[config.mk]
export PLATFORM = sky130hd
export DESIGN_NAME = pcm_regs
export DESIGN_NICKNAME = d
export VERILOG_FILES = /design/src/rtl/pcm_pkg.sv /design/src/rtl/pcm_regs.sv
export VERILOG_INCLUDE_DIRS = /design/src /design/src/rtl
export SDC_FILE = /design/constraint.sdc
export NUM_CORES = 1
export LEC_CHECK = 0
export BUFFER_PORTS_ARGS = -buffer_cell sky130_fd_sc_hd__buf_4
export CAP_MARGIN = 20
export CORE_ASPECT_RATIO = 0.75
export CORE_MARGIN = 5
export CORE_UTILIZATION = 32
export CTS_CLUSTER_SIZE = 12
export DETAILED_ROUTE_END_ITERATION = 10
export PLACE_DENSITY_LB_ADDON = 0.15
export SLEW_MARGIN = 10
export SYNTH_ARGS = -nofsm -noshare
export SYNTH_HDL_FRONTEND = slang
export SYNTH_SLANG_ARGS = --single-unit
[constraint.sdc]
create_clock -name core_clk -period 58.3 [get_ports core_clk]
set_input_delay 5.83 -clock core_clk [delete_from_list [all_inputs] [get_ports core_clk]]
set_output_delay 5.83 -clock core_clk [all_outputs]
set_load 0.05 [all_outputs]
[src/rtl/pcm_defines.svh]
`ifndef PCM_DEFINES_SVH
`define PCM_DEFINES_SVH

// ****************************************
// Register offsets
// ****************************************
`define PCM_OFS_CONFIG     8'h54
`define PCM_OFS_STATUS     8'h55
`define PCM_OFS_FAULTS     8'h56
`define PCM_OFS_CMD        8'h57
`define PCM_OFS_DEBT       8'h58
`define PCM_OFS_FIXT_HI    8'h59
`define PCM_OFS_FIXT_LO    8'h5A
`define PCM_OFS_MINT       8'h5B
`define PCM_OFS_RELT_HI    8'h5C
`define PCM_OFS_RELT_LO    8'h5D
`define PCM_OFS_SLOPE_HI   8'h5E
`define PCM_OFS_SLOPE_LO   8'h5F

// ****************************************
// Reset values
// ****************************************
`define PCM_RST_CONFIG     8'h01
`define PCM_RST_CMD        8'h00
`define PCM_RST_DEBT       8'h05
`define PCM_RST_FIXT       16'h0320
`define PCM_RST_MINT       8'h03
`define PCM_RST_RELT       16'h0032
`define PCM_RST_SLOPE      16'h0040

// ****************************************
// Field positions and limits
// ****************************************
`define PCM_CMD_ACK        7
`define PCM_CMD_FLUSH      4
`define PCM_CMD_REGRST     3
`define PCM_CMD_FWCHK      2
`define PCM_CMD_CELLST     1
`define PCM_CMD_CONVST     0
`define PCM_CMD_MASK       8'h9F
`define PCM_CFG_MASK       8'h07
`define PCM_DEBT_BAD       8'hFF
`define PCM_DEBT_MAX       8'hFE
`define PCM_SLOPE_SHIFT    7

`endif

[src/rtl/pcm_pkg.sv]
package pcm_pkg;

    // Sensor fault register layout, bit 7 down to bit 0
    typedef struct packed {
        logic converter_fault_flag;
        logic low_supply_warn_flag;
        logic pressure_over_flag;
        logic pressure_under_flag;
        logic temp_over_flag;
        logic temp_under_flag;
        logic volt_over_flag;
        logic volt_under_flag;
    } pcm_faults_t;

    // Pressure change part of the status register, bits 7..4
    typedef struct packed {
        logic host_notify_flag;
        logic slope_threshold_hit_flag;
        logic relative_threshold_hit_flag;
        logic fixed_threshold_hit_flag;
    } pcm_status_t;

    typedef enum logic [1:0] {
        PCM_COND_FIXED = 2'b00,
        PCM_COND_REL   = 2'b01,
        PCM_COND_SLOPE = 2'b10
    } pcm_cond_t;

endpackage

[src/rtl/pcm_regs.sv]
`timescale 1ns/10ps
`include "pcm_defines.svh"
//
// Contract
// - Converter error sets fault bit 7
// - Low supply suspicion sets fault bit 6
// - Over/underflow flags in bits 5..0
// - Fault flags held until acknowledge completes
// - Acknowledge bit clears status and faults
// - Flush bit empties pressure queue, self-clears
// - Register reset bit restores RW defaults
// - Firmware check bit runs once, self-clears
// - Cell self-test bit runs once, self-clears
// - Converter self-test bit runs once, self-clears
// - Debounce limit 8 bits, reset 5
// - Debounce 255 becomes 254 after transfers
// - Fixed threshold 16 bits, reset 0x0320
// - Fixed flag when pressure stays above threshold
// - Rising means step at least minimum-rise count
// - Relative flag when rise stays above threshold
// - Slope flag when slope exceeds threshold
// - Slope is rise times 128 over periods+1
// - Config enables slope, relative, fixed; fixed default
// - New change flag sets notify and pulses pin
//
module pcm_regs (
    input  wire logic                 core_clk,
    input  wire logic                 sys_rst,
    input  wire logic                 reg_wr_en,
    input  wire logic                 reg_rd_en,
    input  wire logic [7:0]           reg_addr,
    input  wire logic [7:0]           reg_wdata,
    output logic      [7:0]           reg_rdata,
    input  wire logic                 spi_seq_done,
    input  wire logic                 acq_done,
    input  wire pcm_pkg::pcm_faults_t acq_faults,
    input  wire logic                 sample_valid,
    input  wire logic [15:0]          sample_pressure,
    output pcm_pkg::pcm_status_t      change_status,
    output pcm_pkg::pcm_faults_t      fault_flags,
    output logic                      host_notify_pulse,
    output logic                      flush_queue_pulse,
    output logic                      fw_check_pulse,
    output logic                      cell_selftest_pulse,
    output logic                      conv_selftest_pulse
);

    // ****************************************
    // Register storage
    // ****************************************
    logic [7:0]           config_reg;
    logic [7:0]           cmd_reg;
    logic [7:0]           debt_reg;
    logic [15:0]          fixt_reg;
    logic [7:0]           mint_reg;
    logic [15:0]          relt_reg;
    logic [15:0]          slope_reg;
    pcm_pkg::pcm_faults_t faults_reg;
    pcm_pkg::pcm_status_t status_reg;
    logic [2:0]           hit_next;
    logic                 wr_cmd;
    logic                 seq_act;
    logic                 ack_go;
    logic                 regrst_go;

    assign wr_cmd    = reg_wr_en && (reg_addr == `PCM_OFS_CMD);
    // Commands run only once the host's transfer sequence has closed
    assign seq_act   = spi_seq_done && !wr_cmd;
    assign ack_go    = seq_act && cmd_reg[`PCM_CMD_ACK];
    assign regrst_go = seq_act && cmd_reg[`PCM_CMD_REGRST];

    always_ff @(posedge core_clk) begin
        if (sys_rst || regrst_go) begin
            config_reg <= `PCM_RST_CONFIG;
            debt_reg   <= `PCM_RST_DEBT;
            fixt_reg   <= `PCM_RST_FIXT;
            mint_reg   <= `PCM_RST_MINT;
            relt_reg   <= `PCM_RST_RELT;
            slope_reg  <= `PCM_RST_SLOPE;
        end else if (reg_wr_en) begin
            unique case (reg_addr)
                `PCM_OFS_CONFIG:   config_reg <= reg_wdata & `PCM_CFG_MASK;
                `PCM_OFS_DEBT:     debt_reg <= reg_wdata;
                `PCM_OFS_FIXT_HI:  fixt_reg[15:8] <= reg_wdata;
                `PCM_OFS_FIXT_LO:  fixt_reg[7:0] <= reg_wdata;
                `PCM_OFS_MINT:     mint_reg <= reg_wdata;
                `PCM_OFS_RELT_HI:  relt_reg[15:8] <= reg_wdata;
                `PCM_OFS_RELT_LO:  relt_reg[7:0] <= reg_wdata;
                `PCM_OFS_SLOPE_HI: slope_reg[15:8] <= reg_wdata;
                `PCM_OFS_SLOPE_LO: slope_reg[7:0] <= reg_wdata;
                default: ;
            endcase
        end else if (spi_seq_done && debt_reg == `PCM_DEBT_BAD) begin
            debt_reg <= `PCM_DEBT_MAX;
        end
    end

    // ****************************************
    // Command register and strobes
    // ****************************************
    always_ff @(posedge core_clk) begin
        if (sys_rst) begin
            cmd_reg <= `PCM_RST_CMD;
        end else if (wr_cmd) begin
            // Writing 0 leaves a pending command in place
            cmd_reg <= cmd_reg | (reg_wdata & `PCM_CMD_MASK);
        end else if (seq_act) begin
            cmd_reg <= `PCM_RST_CMD;
        end
    end

    always_ff @(posedge core_clk) begin
        if (sys_rst) begin
            flush_queue_pulse   <= 1'b0;
            fw_check_pulse      <= 1'b0;
            cell_selftest_pulse <= 1'b0;
            conv_selftest_pulse <= 1'b0;
        end else begin
            flush_queue_pulse   <= seq_act && cmd_reg[`PCM_CMD_FLUSH];
            fw_check_pulse      <= seq_act && cmd_reg[`PCM_CMD_FWCHK];
            cell_selftest_pulse <= seq_act && cmd_reg[`PCM_CMD_CELLST];
            conv_selftest_pulse <= seq_act && cmd_reg[`PCM_CMD_CONVST];
        end
    end

    // ****************************************
    // Sensor fault flags
    // ****************************************
    // A fault reported in the acknowledge cycle survives the clear
    always_ff @(posedge core_clk) begin
        if (sys_rst) begin
            faults_reg <= '0;
        end else begin
            faults_reg <= (ack_go ? '0 : faults_reg)
                        | (acq_done ? acq_faults : '0);
        end
    end

    // ****************************************
    // Pressure change detection
    // ****************************************
    logic [15:0] prev_reg;
    logic        have_prev_reg;
    logic [15:0] base_reg;
    logic [7:0]  rise_cnt_reg;
    logic [7:0]  deb_cnt_reg [3];
    logic [16:0] step_need;
    logic        rising;
    logic [15:0] rise_base;
    logic [15:0] delta_p;
    logic [8:0]  periods;
    logic [22:0] slope_num;
    logic [22:0] slope_val;
    logic [2:0]  qual;

    assign step_need = {1'b0, prev_reg} + {9'h000, mint_reg};
    assign rising    = have_prev_reg && ({1'b0, sample_pressure} >= step_need);
    assign rise_base = (rise_cnt_reg == 8'h00) ? prev_reg : base_reg;
    assign delta_p   = rising ? (sample_pressure - rise_base) : 16'h0000;
    // Periods over which pressure has risen, this one included, plus one
    assign periods   = {1'b0, rise_cnt_reg} + 9'h002;
    assign slope_num = {delta_p, 7'h00};
    assign slope_val = slope_num / {14'h0000, periods};
    assign qual[pcm_pkg::PCM_COND_FIXED] = config_reg[0] && (sample_pressure > fixt_reg);
    assign qual[pcm_pkg::PCM_COND_REL]   = config_reg[1] && (delta_p > relt_reg);
    assign qual[pcm_pkg::PCM_COND_SLOPE] = config_reg[2]
                                          && (slope_val > {7'h00, slope_reg});

    always_ff @(posedge core_clk) begin
        if (sys_rst) begin
            prev_reg      <= 16'h0000;
            have_prev_reg <= 1'b0;
            base_reg      <= 16'h0000;
            rise_cnt_reg  <= 8'h00;
        end else if (sample_valid) begin
            prev_reg      <= sample_pressure;
            have_prev_reg <= 1'b1;
            if (rising) begin
                base_reg     <= rise_base;
                rise_cnt_reg <= (rise_cnt_reg == 8'hFF) ? 8'hFF : rise_cnt_reg + 8'h01;
            end else begin
                rise_cnt_reg <= 8'h00;
            end
        end
    end

    // One saturating debounce counter per condition
    genvar gi;
    generate
        for (gi = 0; gi < 3; gi++) begin : g_deb
            logic [7:0] cnt_next;
            assign cnt_next = (deb_cnt_reg[gi] == 8'hFF) ? 8'hFF : deb_cnt_reg[gi] + 8'h01;
            assign hit_next[gi] = sample_valid && qual[gi] && (cnt_next >= debt_reg);
            always_ff @(posedge core_clk) begin
                if (sys_rst) begin
                    deb_cnt_reg[gi] <= 8'h00;
                end else if (sample_valid) begin
                    deb_cnt_reg[gi] <= qual[gi] ? cnt_next : 8'h00;
                end
            end
        end
    endgenerate

    // ****************************************
    // Status flags and host notification
    // ****************************************
    logic [2:0] hit_now;
    logic       new_hit;

    assign hit_now = {status_reg.slope_threshold_hit_flag,
                      status_reg.relative_threshold_hit_flag,
                      status_reg.fixed_threshold_hit_flag};
    // Notify only on a flag that was clear or is being acknowledged now
    assign new_hit = |(hit_next & (ack_go ? 3'b111 : ~hit_now));

    always_ff @(posedge core_clk) begin
        if (sys_rst) begin
            status_reg <= '0;
        end else begin
            status_reg <= (ack_go ? '0 : status_reg)
                        | {new_hit, hit_next};
        end
    end

    always_ff @(posedge core_clk) begin
        if (sys_rst) begin
            host_notify_pulse <= 1'b0;
        end else begin
            host_notify_pulse <= new_hit;
        end
    end

    assign change_status = status_reg;
    assign fault_flags   = faults_reg;

    // ****************************************
    // Read path
    // ****************************************
    always_ff @(posedge core_clk) begin
        if (sys_rst) begin
            reg_rdata <= 8'h00;
        end else if (reg_rd_en) begin
            unique case (reg_addr)
                `PCM_OFS_CONFIG:   reg_rdata <= config_reg;
                `PCM_OFS_STATUS:   reg_rdata <= {status_reg, 4'h0};
                `PCM_OFS_FAULTS:   reg_rdata <= faults_reg;
                `PCM_OFS_CMD:      reg_rdata <= cmd_reg;
                `PCM_OFS_DEBT:     reg_rdata <= debt_reg;
                `PCM_OFS_FIXT_HI:  reg_rdata <= fixt_reg[15:8];
                `PCM_OFS_FIXT_LO:  reg_rdata <= fixt_reg[7:0];
                `PCM_OFS_MINT:     reg_rdata <= mint_reg;
                `PCM_OFS_RELT_HI:  reg_rdata <= relt_reg[15:8];
                `PCM_OFS_RELT_LO:  reg_rdata <= relt_reg[7:0];
                `PCM_OFS_SLOPE_HI: reg_rdata <= slope_reg[15:8];
                `PCM_OFS_SLOPE_LO: reg_rdata <= slope_reg[7:0];
                default:           reg_rdata <= 8'h00;
            endcase
        end
    end
endmodule

==> impl_metrics.json, run 1 <==
{
  "global_route.usage.total_pct": 20.5,
  "yosysTopAreaCell": "ha_1",
  "worst_slack_ns": 1.37,
  "antenna_found_initial": 0,
  "hold_violations": 0,
  "synthesis.area_um2": 22600,
  "cts_root_buf": "clkbuf_16",
  "min-delay-path-class": "flip-flop to flip-flop",
  "numCtsBuffers": 17,
  "post-route-period-util_pct": 97.6,
  "clock-skew-final_ns": 0.0145,
  "relSlewSlack_pct": 28.8,
  "worst_setup_path_start_kind": "input pin",
  "cts-hold-fix-buffers": 0,
  "worst_setup_path_end_kind": "flip-flop",
  "drt_first_pass_iters": 5,
  "clock_tree_from_tritoncts": "yes",
  "multi_input_area_um2": 20400,
  "regArea_um2": 3500,
  "diodes": 0,
  "netlist_instances": 2957,
  "clock_insertion_delay_at_the_later_pin_of_the_skew_report_ns": 0.46,
  "gp_congestion": 0.899,
  "synth.distinct_cells": 116,
  "ys_ff_latch": 163,
  "global_route.usage.met2_pct": 31.0,
  "cts-root-to-sink-buffers": 2,
  "crit_required_ns": 58.61,
  "cp.arrival_ns": 57.24,
  "synth_fp_nets": 3293,
  "final-max-slew-violation-count": 0,
  "transition_time_at_the_pin_with_the_least_slew_margin_ns": 1.04,
  "worst-setup-path-type": "input pin to flip-flop",
  "die-height_um": 240,
  "final_layout_size_suffix_gt1_share_pct": 27.5,
  "yosysWarnings": 0,
  "clkSinkCount": 163,
  "fp.dieW_um": 317,
  "drt_iter0_drc": 1948,
  "synth-main-ff-cell": "dfxtp_1",
  "final_net_count": 3638,
  "fillers": 7052,
  "netlist_top_cells_area": "ha_1 16%, dfxtp_1 12%, nor2_1 5.5%",
  "top_usage_layer": "met1",
  "worst_setup_slack_post_dpl_ns": -1.45,
  "num_io_pins": 72,
  "worst_setup_hold_path_clk_slew_ns": 0.08,
  "crit_slowest_cell": "or4_4",
  "flow.area_growth_from_synthesis_pct": 29.7,
  "global_route.overflow_total": 0,
  "port_buffers": 71,
  "global_route_wire_length_before_repair_mm": 126,
  "route.detailed.wl_per_inst_um": 19.4,
  "drt_drc_violations_left": 0,
  "fin_crit_ns": 56.93,
  "share_of_flip_flops_with_an_asynchronous_set_or_reset_pct": 0,
  "hpwl_after_detailed_placement_mm": 64.1,
  "routing_usage_on_met3_pct": 2.36,
  "initial_core_util_pct": 32.3,
  "synth-edff-count": 24,
  "status": "finished, final reports clean",
  "first_global_vias": 22200,
  "route.vias.total": 23700,
  "htreeDepth": 4,
  "pin_count_of_the_biggest_net_entering_global_routing": 68,
  "synth.avg_cell_area_um2": 7.65,
  "grtUsageMet1_pct": 31.8,
  "setup.reg_to_reg.worst_slack_ns": 4.35,
  "cpMostUsedCell": "o21a_1",
  "ys_seq_area_share_pct": 15.5,
  "placeable_core_area_um2": 70100,
  "finalSetupViolations": 0,
  "route.detailed.vias_per_inst": 5.57,
  "max_freq_mhz": 17.6,
  "drt.antenna.violating_nets": 0,
  "largest_register_ff_count": 24,
  "grt_setup_unrepaired": "yes",
  "die-area_um2": 76200,
  "worst_path_largest_cell_delay_ns": 0.52,
  "cap_violations": 0,
  "postRouteWirelength_mm": 82.8,
  "synth_top_area_share_pct": 15.8,
  "critical_path_peak_fanout": 9,
  "fp_rows": 84
}
## placed cells by master (no fill, tap or decap), types with 59 or more instances in the layout
| cell | synthesis | routed |
|---|---|---|
| nand3_1 | 82 | 72 |
| ha_1 | 286 | 234 |
| a21o_1 | 66 | 66 |
| o21a_1 | 61 | 59 |
| xnor2_1 | 96 | 91 |
| inv_1 | 121 | 108 |
| nor2_1 | 330 | 289 |
| nand2_1 | 230 | 212 |
| a21oi_1 | 218 | 168 |
| o21ai_0 | 150 | 102 |
| buf_4 | 11 | 398 |
| nor3_1 | 93 | 87 |
| dfxtp_1 | 139 | 138 |
| mux2i_1 | 104 | 103 |
## stage by stage
| stage | instance area (um2) | cells | util [%] | setup TNS [ns] | hold slack [ns] |
|---|---|---|---|---|---|
| floorplan | 23400 | 2957 | - | -0.0726 | 0.428 |
| global placement | 26100 | 4081 | 37.2 | -0.135 | 0.456 |
| detailed placement | 26100 | 4082 | 37.2 | -13.30 | 0.466 |
| CTS | 26900 | 4124 | 38.3 | 0 | 0.477 |
| global route | 29400 | 4261 | 41.9 | -13.82 | 0.495 |
| finish | 29400 | 4261 | 41.9 | 0 | 0.474 |
## cells by family (layout without fill, tap and decap cells)
kind of cell / Yosys count / in the layout / synth area share [%]
adders and majority gates: 290 / 290 / 16.1
muxes: 157 / 157 / 7.90
buffers and inverters: 219 / 577 / 3.99
AOI/OAI and AO/OA: 881 / 881 / 26.7
DFF: 163 / 163 / 15.5
and+or+nand+nor: 1096 / 1096 / 23.8
xor gates and xnor gates: 151 / 151 / 5.94
## worst paths after layout
| kind | startpoint | cells past startpoint | to |
|---|---|---|---|
| worst max-delay path | sample_pressure[13] | 308 | change_status[3]$_SDFF_PP0_ |
| worst max register to register | mint_reg[1]$_SDFFE_PP1P_ | 318 | change_status[3]$_SDFF_PP0_ |
| worst min-delay path | reg_rdata[6]$_SDFFE_PP0P_ | 2 | reg_rdata[6]$_SDFFE_PP0P_ |
| worst min register to register | reg_rdata[6]$_SDFFE_PP0P_ | 2 | reg_rdata[6]$_SDFFE_PP0P_ |
## repair_timing
action                     CTS  global route
buffers inserted            10           134
cloned                       0             2
resized for setup           29           298
pin swaps                   16           224
setup endpoints to repair   11            11
## Yosys cell counts, types with 10 or more instances
library cell,count
nor2_1,330
ha_1,286
nand2_1,230
a21oi_1,218
o21ai_0,150
dfxtp_1,139
inv_1,121
mux2i_1,104
xnor2_1,96
nor3_1,93
nand3_1,82
a21o_1,66
nand2b_1,62
o21a_1,61
nor2b_1,54
xor2_1,53
nand4_1,49
a211oi_1,47
clkbuf_1,43
and2_1,41
mux2_2,37
and3_1,34
o31ai_1,33
a22oi_1,31
o211ai_1,31
or2_2,29
a31oi_1,26
edfxtp_1,24
buf_1,22
o21bai_1,19
a22o_1,17
or3_1,17
nor4_1,14
o21ai_1,14
mux4_2,13
a211o_1,11
buf_4,11
buf_2,10
o2111ai_1,10
o31a_1,10
or4_1,10
## layout make-up
class / instances / area share [%]
repair buffers: 417 / 10.9
inverters: 128 / 1.67
clock buffers: 20 / 1.49
well taps: 946 / 4.03
clock inverters: 12 / 0.507
flip-flops and latches: 163 / 11.9
multi-input cells: 2575 / 69.5
## per-layer routing
| metal | wire (um) | vias up |
|---|---|---|
| met1 | 42900 | 11400 |
| met5 | 0 | - |
| met4 | 728 | 0 |
| li1 | - | 11700 |
| met3 | 3720 | 75 |
| met2 | 35400 | 568 |
## critical path, delay by kind of cell
kind            cells  cell delay, ns
simple gates       99           14.94
buf+inv            19            2.08
mux                 2            0.31
compound gates    163           27.21
fa+ha+maj          25            6.74
Power of run 1 is left out: the tool's default activity adds up to more than one toggle a clock period on the data nets, which glitch-free logic cannot reach.
==> inputs of run 2 (changes only) <==
--- a/config.mk
+++ b/config.mk
@@ -6,6 +6,7 @@
 export SDC_FILE = /design/constraint.sdc
 export NUM_CORES = 1
 export LEC_CHECK = 0
+export ABC_AREA = 1
 export BUFFER_PORTS_ARGS = -buffer_cell sky130_fd_sc_hd__buf_4
 export CAP_MARGIN = 20
 export CORE_ASPECT_RATIO = 0.75
==> run 2 against run 1 <==
Critical path type unchanged. Clock skew decreased by 0.0031 ns. Global-route usage decreased by 1.2 points. Synthesized area about the same.
==> impl_metrics.json, run 2 <==
{
  "final_common_cell": "nand2_1",
  "worst_setup_slack_post_dpl_ns": -1.40,
  "worst-setup-path-type": "input pin to flip-flop",
  "clkSinkCount": 163,
  "netlist_top_cells_area": "ha_1 16%, nand2_1 14%, dfxtp_1 12%",
  "final_layout_size_suffix_gt1_share_pct": 12.9,
  "crit_required_ns": 58.63,
  "synth-compound-area-share_pct": 16.9,
  "route.vias.total": 22900,
  "fin_crit_ns": 53.37,
  "yosysTopAreaCell": "ha_1",
  "diodes": 0,
  "hpwl_after_detailed_placement_mm": 60.0,
  "critical_path.reg2reg.endpoint": "change_status[3]$_SDFF_PP0_",
  "synth.distinct_cells": 72,
  "worst_slack_ns": 4.93,
  "synth_fp_nets": 3908,
  "relSlewSlack_pct": 32.7,
  "critical_path.n_buffers_inverters": 58,
  "route.detailed.vias_per_inst": 4.95,
  "netlist_instances": 3572,
  "cell_area_reported_after_detailed_placement_um2": 24100,
  "postRouteWirelength_mm": 76.0,
  "critical_path_peak_fanout": 25,
  "stdcell_area_um2": 25500,
  "initial_core_util_pct": 32.3,
  "most_frequent_cells_after_synthesis": "852 x nand2_1, 488 x inv_1, 286 x ha_1, 270 x nor2_1, 269 x a21oi_1",
  "cp.arrival_ns": 53.70,
  "cts-root-to-sink-buffers": 2,
  "worst_path_largest_cell_delay_ns": 0.38,
  "largest_register_ff_count": 24,
  "synth-main-ff-cell": "dfxtp_1",
  "synthesis.area_um2": 22600,
  "post_synth_fa_ha_maj_area_fraction_pct": 16.1,
  "largest_family_of_logic_cells_by_synthesized_area": "simple AND/OR/NAND/NOR gates",
  "synth.avg_cell_area_um2": 6.34,
  "crit_family": "compound AO/OA/AOI/OAI gates",
  "global_route.overflow_total": 0,
  "clock-skew-final_ns": 0.0114,
  "drt_first_pass_iters": 6,
  "hold_violations": 0,
  "num_io_pins": 72,
  "cap_violations": 0,
  "htreeDepth": 4,
  "fillers": 7639,
  "fp_rows": 84,
  "yosysWarnings": 0,
  "cts-hold-fix-buffers": 0,
  "pin_count_of_the_biggest_net_entering_global_routing": 62,
  "whs_path_depth": 2,
  "route.detailed.wl_per_inst_um": 16.4,
  "first_global_vias": 20600,
  "clock_tree_from_tritoncts": "yes",
  "post-route-period-util_pct": 91.5,
  "min-delay-path-class": "flip-flop to flip-flop",
  "finalSetupViolations": 0,
  "synth.area.mux_share_pct": 0.0442,
  "drt_iter0_drc": 1705,
  "synth.most_common_cell": "nand2_1",
  "die-area_um2": 76200,
  "finish.utilization_pct": 36.4,
  "fp.dieW_um": 317,
  "port_buffers": 71,
  "cts_root_buf": "clkbuf_16",
  "gp_congestion": 0.864,
  "synth-edff-count": 24,
  "share_of_flip_flops_with_an_asynchronous_set_or_reset_pct": 0,
  "ys_seq_area_share_pct": 15.5,
  "final_net_count": 4007,
  "final_layout_worst_hold_slack_ns": 0.450,
  "die-height_um": 240,
  "worstSetupStartpoint": "sample_pressure[0]",
  "antenna_found_initial": 0,
  "drt_drc_violations_left": 0,
  "path_depth": 354,
  "drt.antenna.violating_nets": 0,
  "cpMostUsedCell": "nand2_1",
  "status": "finished, final reports clean",
  "ys_ff_latch": 163,
  "crit_slowest_cell": "o41ai_2",
  "r2r.worst_path.cells": 362,
  "setup.reg_to_reg.worst_slack_ns": 8.38,
  "max_freq_mhz": 18.7,
  "worst_setup_path_start_kind": "input pin",
  "worstSetupEndpoint": "change_status[3]$_SDFF_PP0_",
  "worst_setup_hold_path_clk_slew_ns": 0.07,
  "global_route_wire_length_before_repair_mm": 117,
  "final-max-slew-violation-count": 0,
  "synth-xor-area-share_pct": 5.92,
  "numCtsBuffers": 17,
  "worst_setup_path_end_kind": "flip-flop",
  "simple_gate_share_of_the_synthesized_area_pct": 35.0,
  "synth_top_area_share_pct": 15.8,
  "flow.area_growth_from_synthesis_pct": 12.8,
  "transition_time_at_the_pin_with_the_least_slew_margin_ns": 1.01,
  "global_route.usage.total_pct": 19.2,
  "most-common-layout-cells": "849 x nand2_1, 480 x inv_1, 281 x ha_1",
  "placeable_core_area_um2": 70100,
  "regToRegStartpoint": "mint_reg[2]$_SDFFE_PP0P_",
  "clock_insertion_delay_at_the_later_pin_of_the_skew_report_ns": 0.46
}
==> run 2: changes by cell type after synthesis, moves of 50 or more <==
cell      delta
mux2i_1    -103
inv_1      +367
a21oi_1     +51
xnor2_1     -50
xor2_1      +52
nor2_1      -60
nand2b_1    -62
nand2_1    +622
nor2b_1     -52
nand3_1    +173
o21ai_0     +50
o21a_1      -56
==> run 2: logic make-up (layout without fill, tap and decap cells) <==
| logic type | Yosys count | count (layout) |
|---|---|---|
| xor+xnor | 152 | 152 |
| buf+inv | 603 | 713 |
| simple gates | 1695 | 1696 |
| fa+ha+maj | 289 | 289 |
| compound gates | 669 | 670 |
| flops | 163 | 163 |
| mux | 1 | 1 |
==> run 2: layout make-up <==
| cell class | instances | area (um2) | share of cell area (%) |
|---|---|---|---|
| Clock buffer | 21 | 472 | 1.85 |
| Timing Repair inverter | 3 | 15.0 | 0.0588 |
| Timing Repair Buffer | 154 | 1160 | 4.54 |
| Multi-Input combinational cell | 2808 | 17100 | 66.8 |
| Sequential cell | 163 | 3500 | 13.7 |
| Inverter | 524 | 2020 | 7.93 |
| Tap cell | 946 | 1180 | 4.64 |
| Clock inverter | 11 | 114 | 0.446 |
==> run 2: stage by stage <==
stage / setup TNS (ns) / instances
after floorplan: 0 / 3572
final: 0 / 4630
after CTS: 0 / 4565
after global placement: 0 / 4533
after detailed placement: -14.40 / 4533
after global routing: -0.940 / 4630
==> run 2: tightest hold or removal path, cell delays in order, from the launching register on <==
cell     delay, ns
dfxtp_1       0.30
inv_1         0.06
a21oi_1       0.06
==> run 2: timing repair <==
action                                  CTS  global route
buffers inserted                          0            60
gates cloned                              0             5
pin swaps                                 0            24
gates resized for setup                   9            91
hold endpoints to repair                  0             0
endpoints found under the setup margin   11            11
==> run 2: metal layers <==
layer	GRT usage, %	up-vias	wire length (um)
met2	26.8	462	29000
met5	0	-	0
li1	-	12100	-
met4	2.07	0	544
met1	31.7	10300	42600
met3	2.60	32	3820
==> run 2: worst min path at each step <==
stage                              start                        end  slack (ns)
2_1_floorplan  base_reg[10]$_SDFFE_PP0P_  base_reg[10]$_SDFFE_PP0P_        0.43
3_3_place_gp    base_reg[4]$_SDFFE_PP0P_   base_reg[4]$_SDFFE_PP0P_        0.44
3_5_place_dp    base_reg[8]$_SDFFE_PP0P_   base_reg[8]$_SDFFE_PP0P_        0.44
4_1_cts         base_reg[4]$_SDFFE_PP0P_   base_reg[4]$_SDFFE_PP0P_        0.45
5_1_grt         base_reg[8]$_SDFFE_PP0P_   base_reg[8]$_SDFFE_PP0P_        0.47
6_report        base_reg[2]$_SDFFE_PP0P_   base_reg[2]$_SDFFE_PP0P_        0.45
Power of run 2 is left out for the same reason.
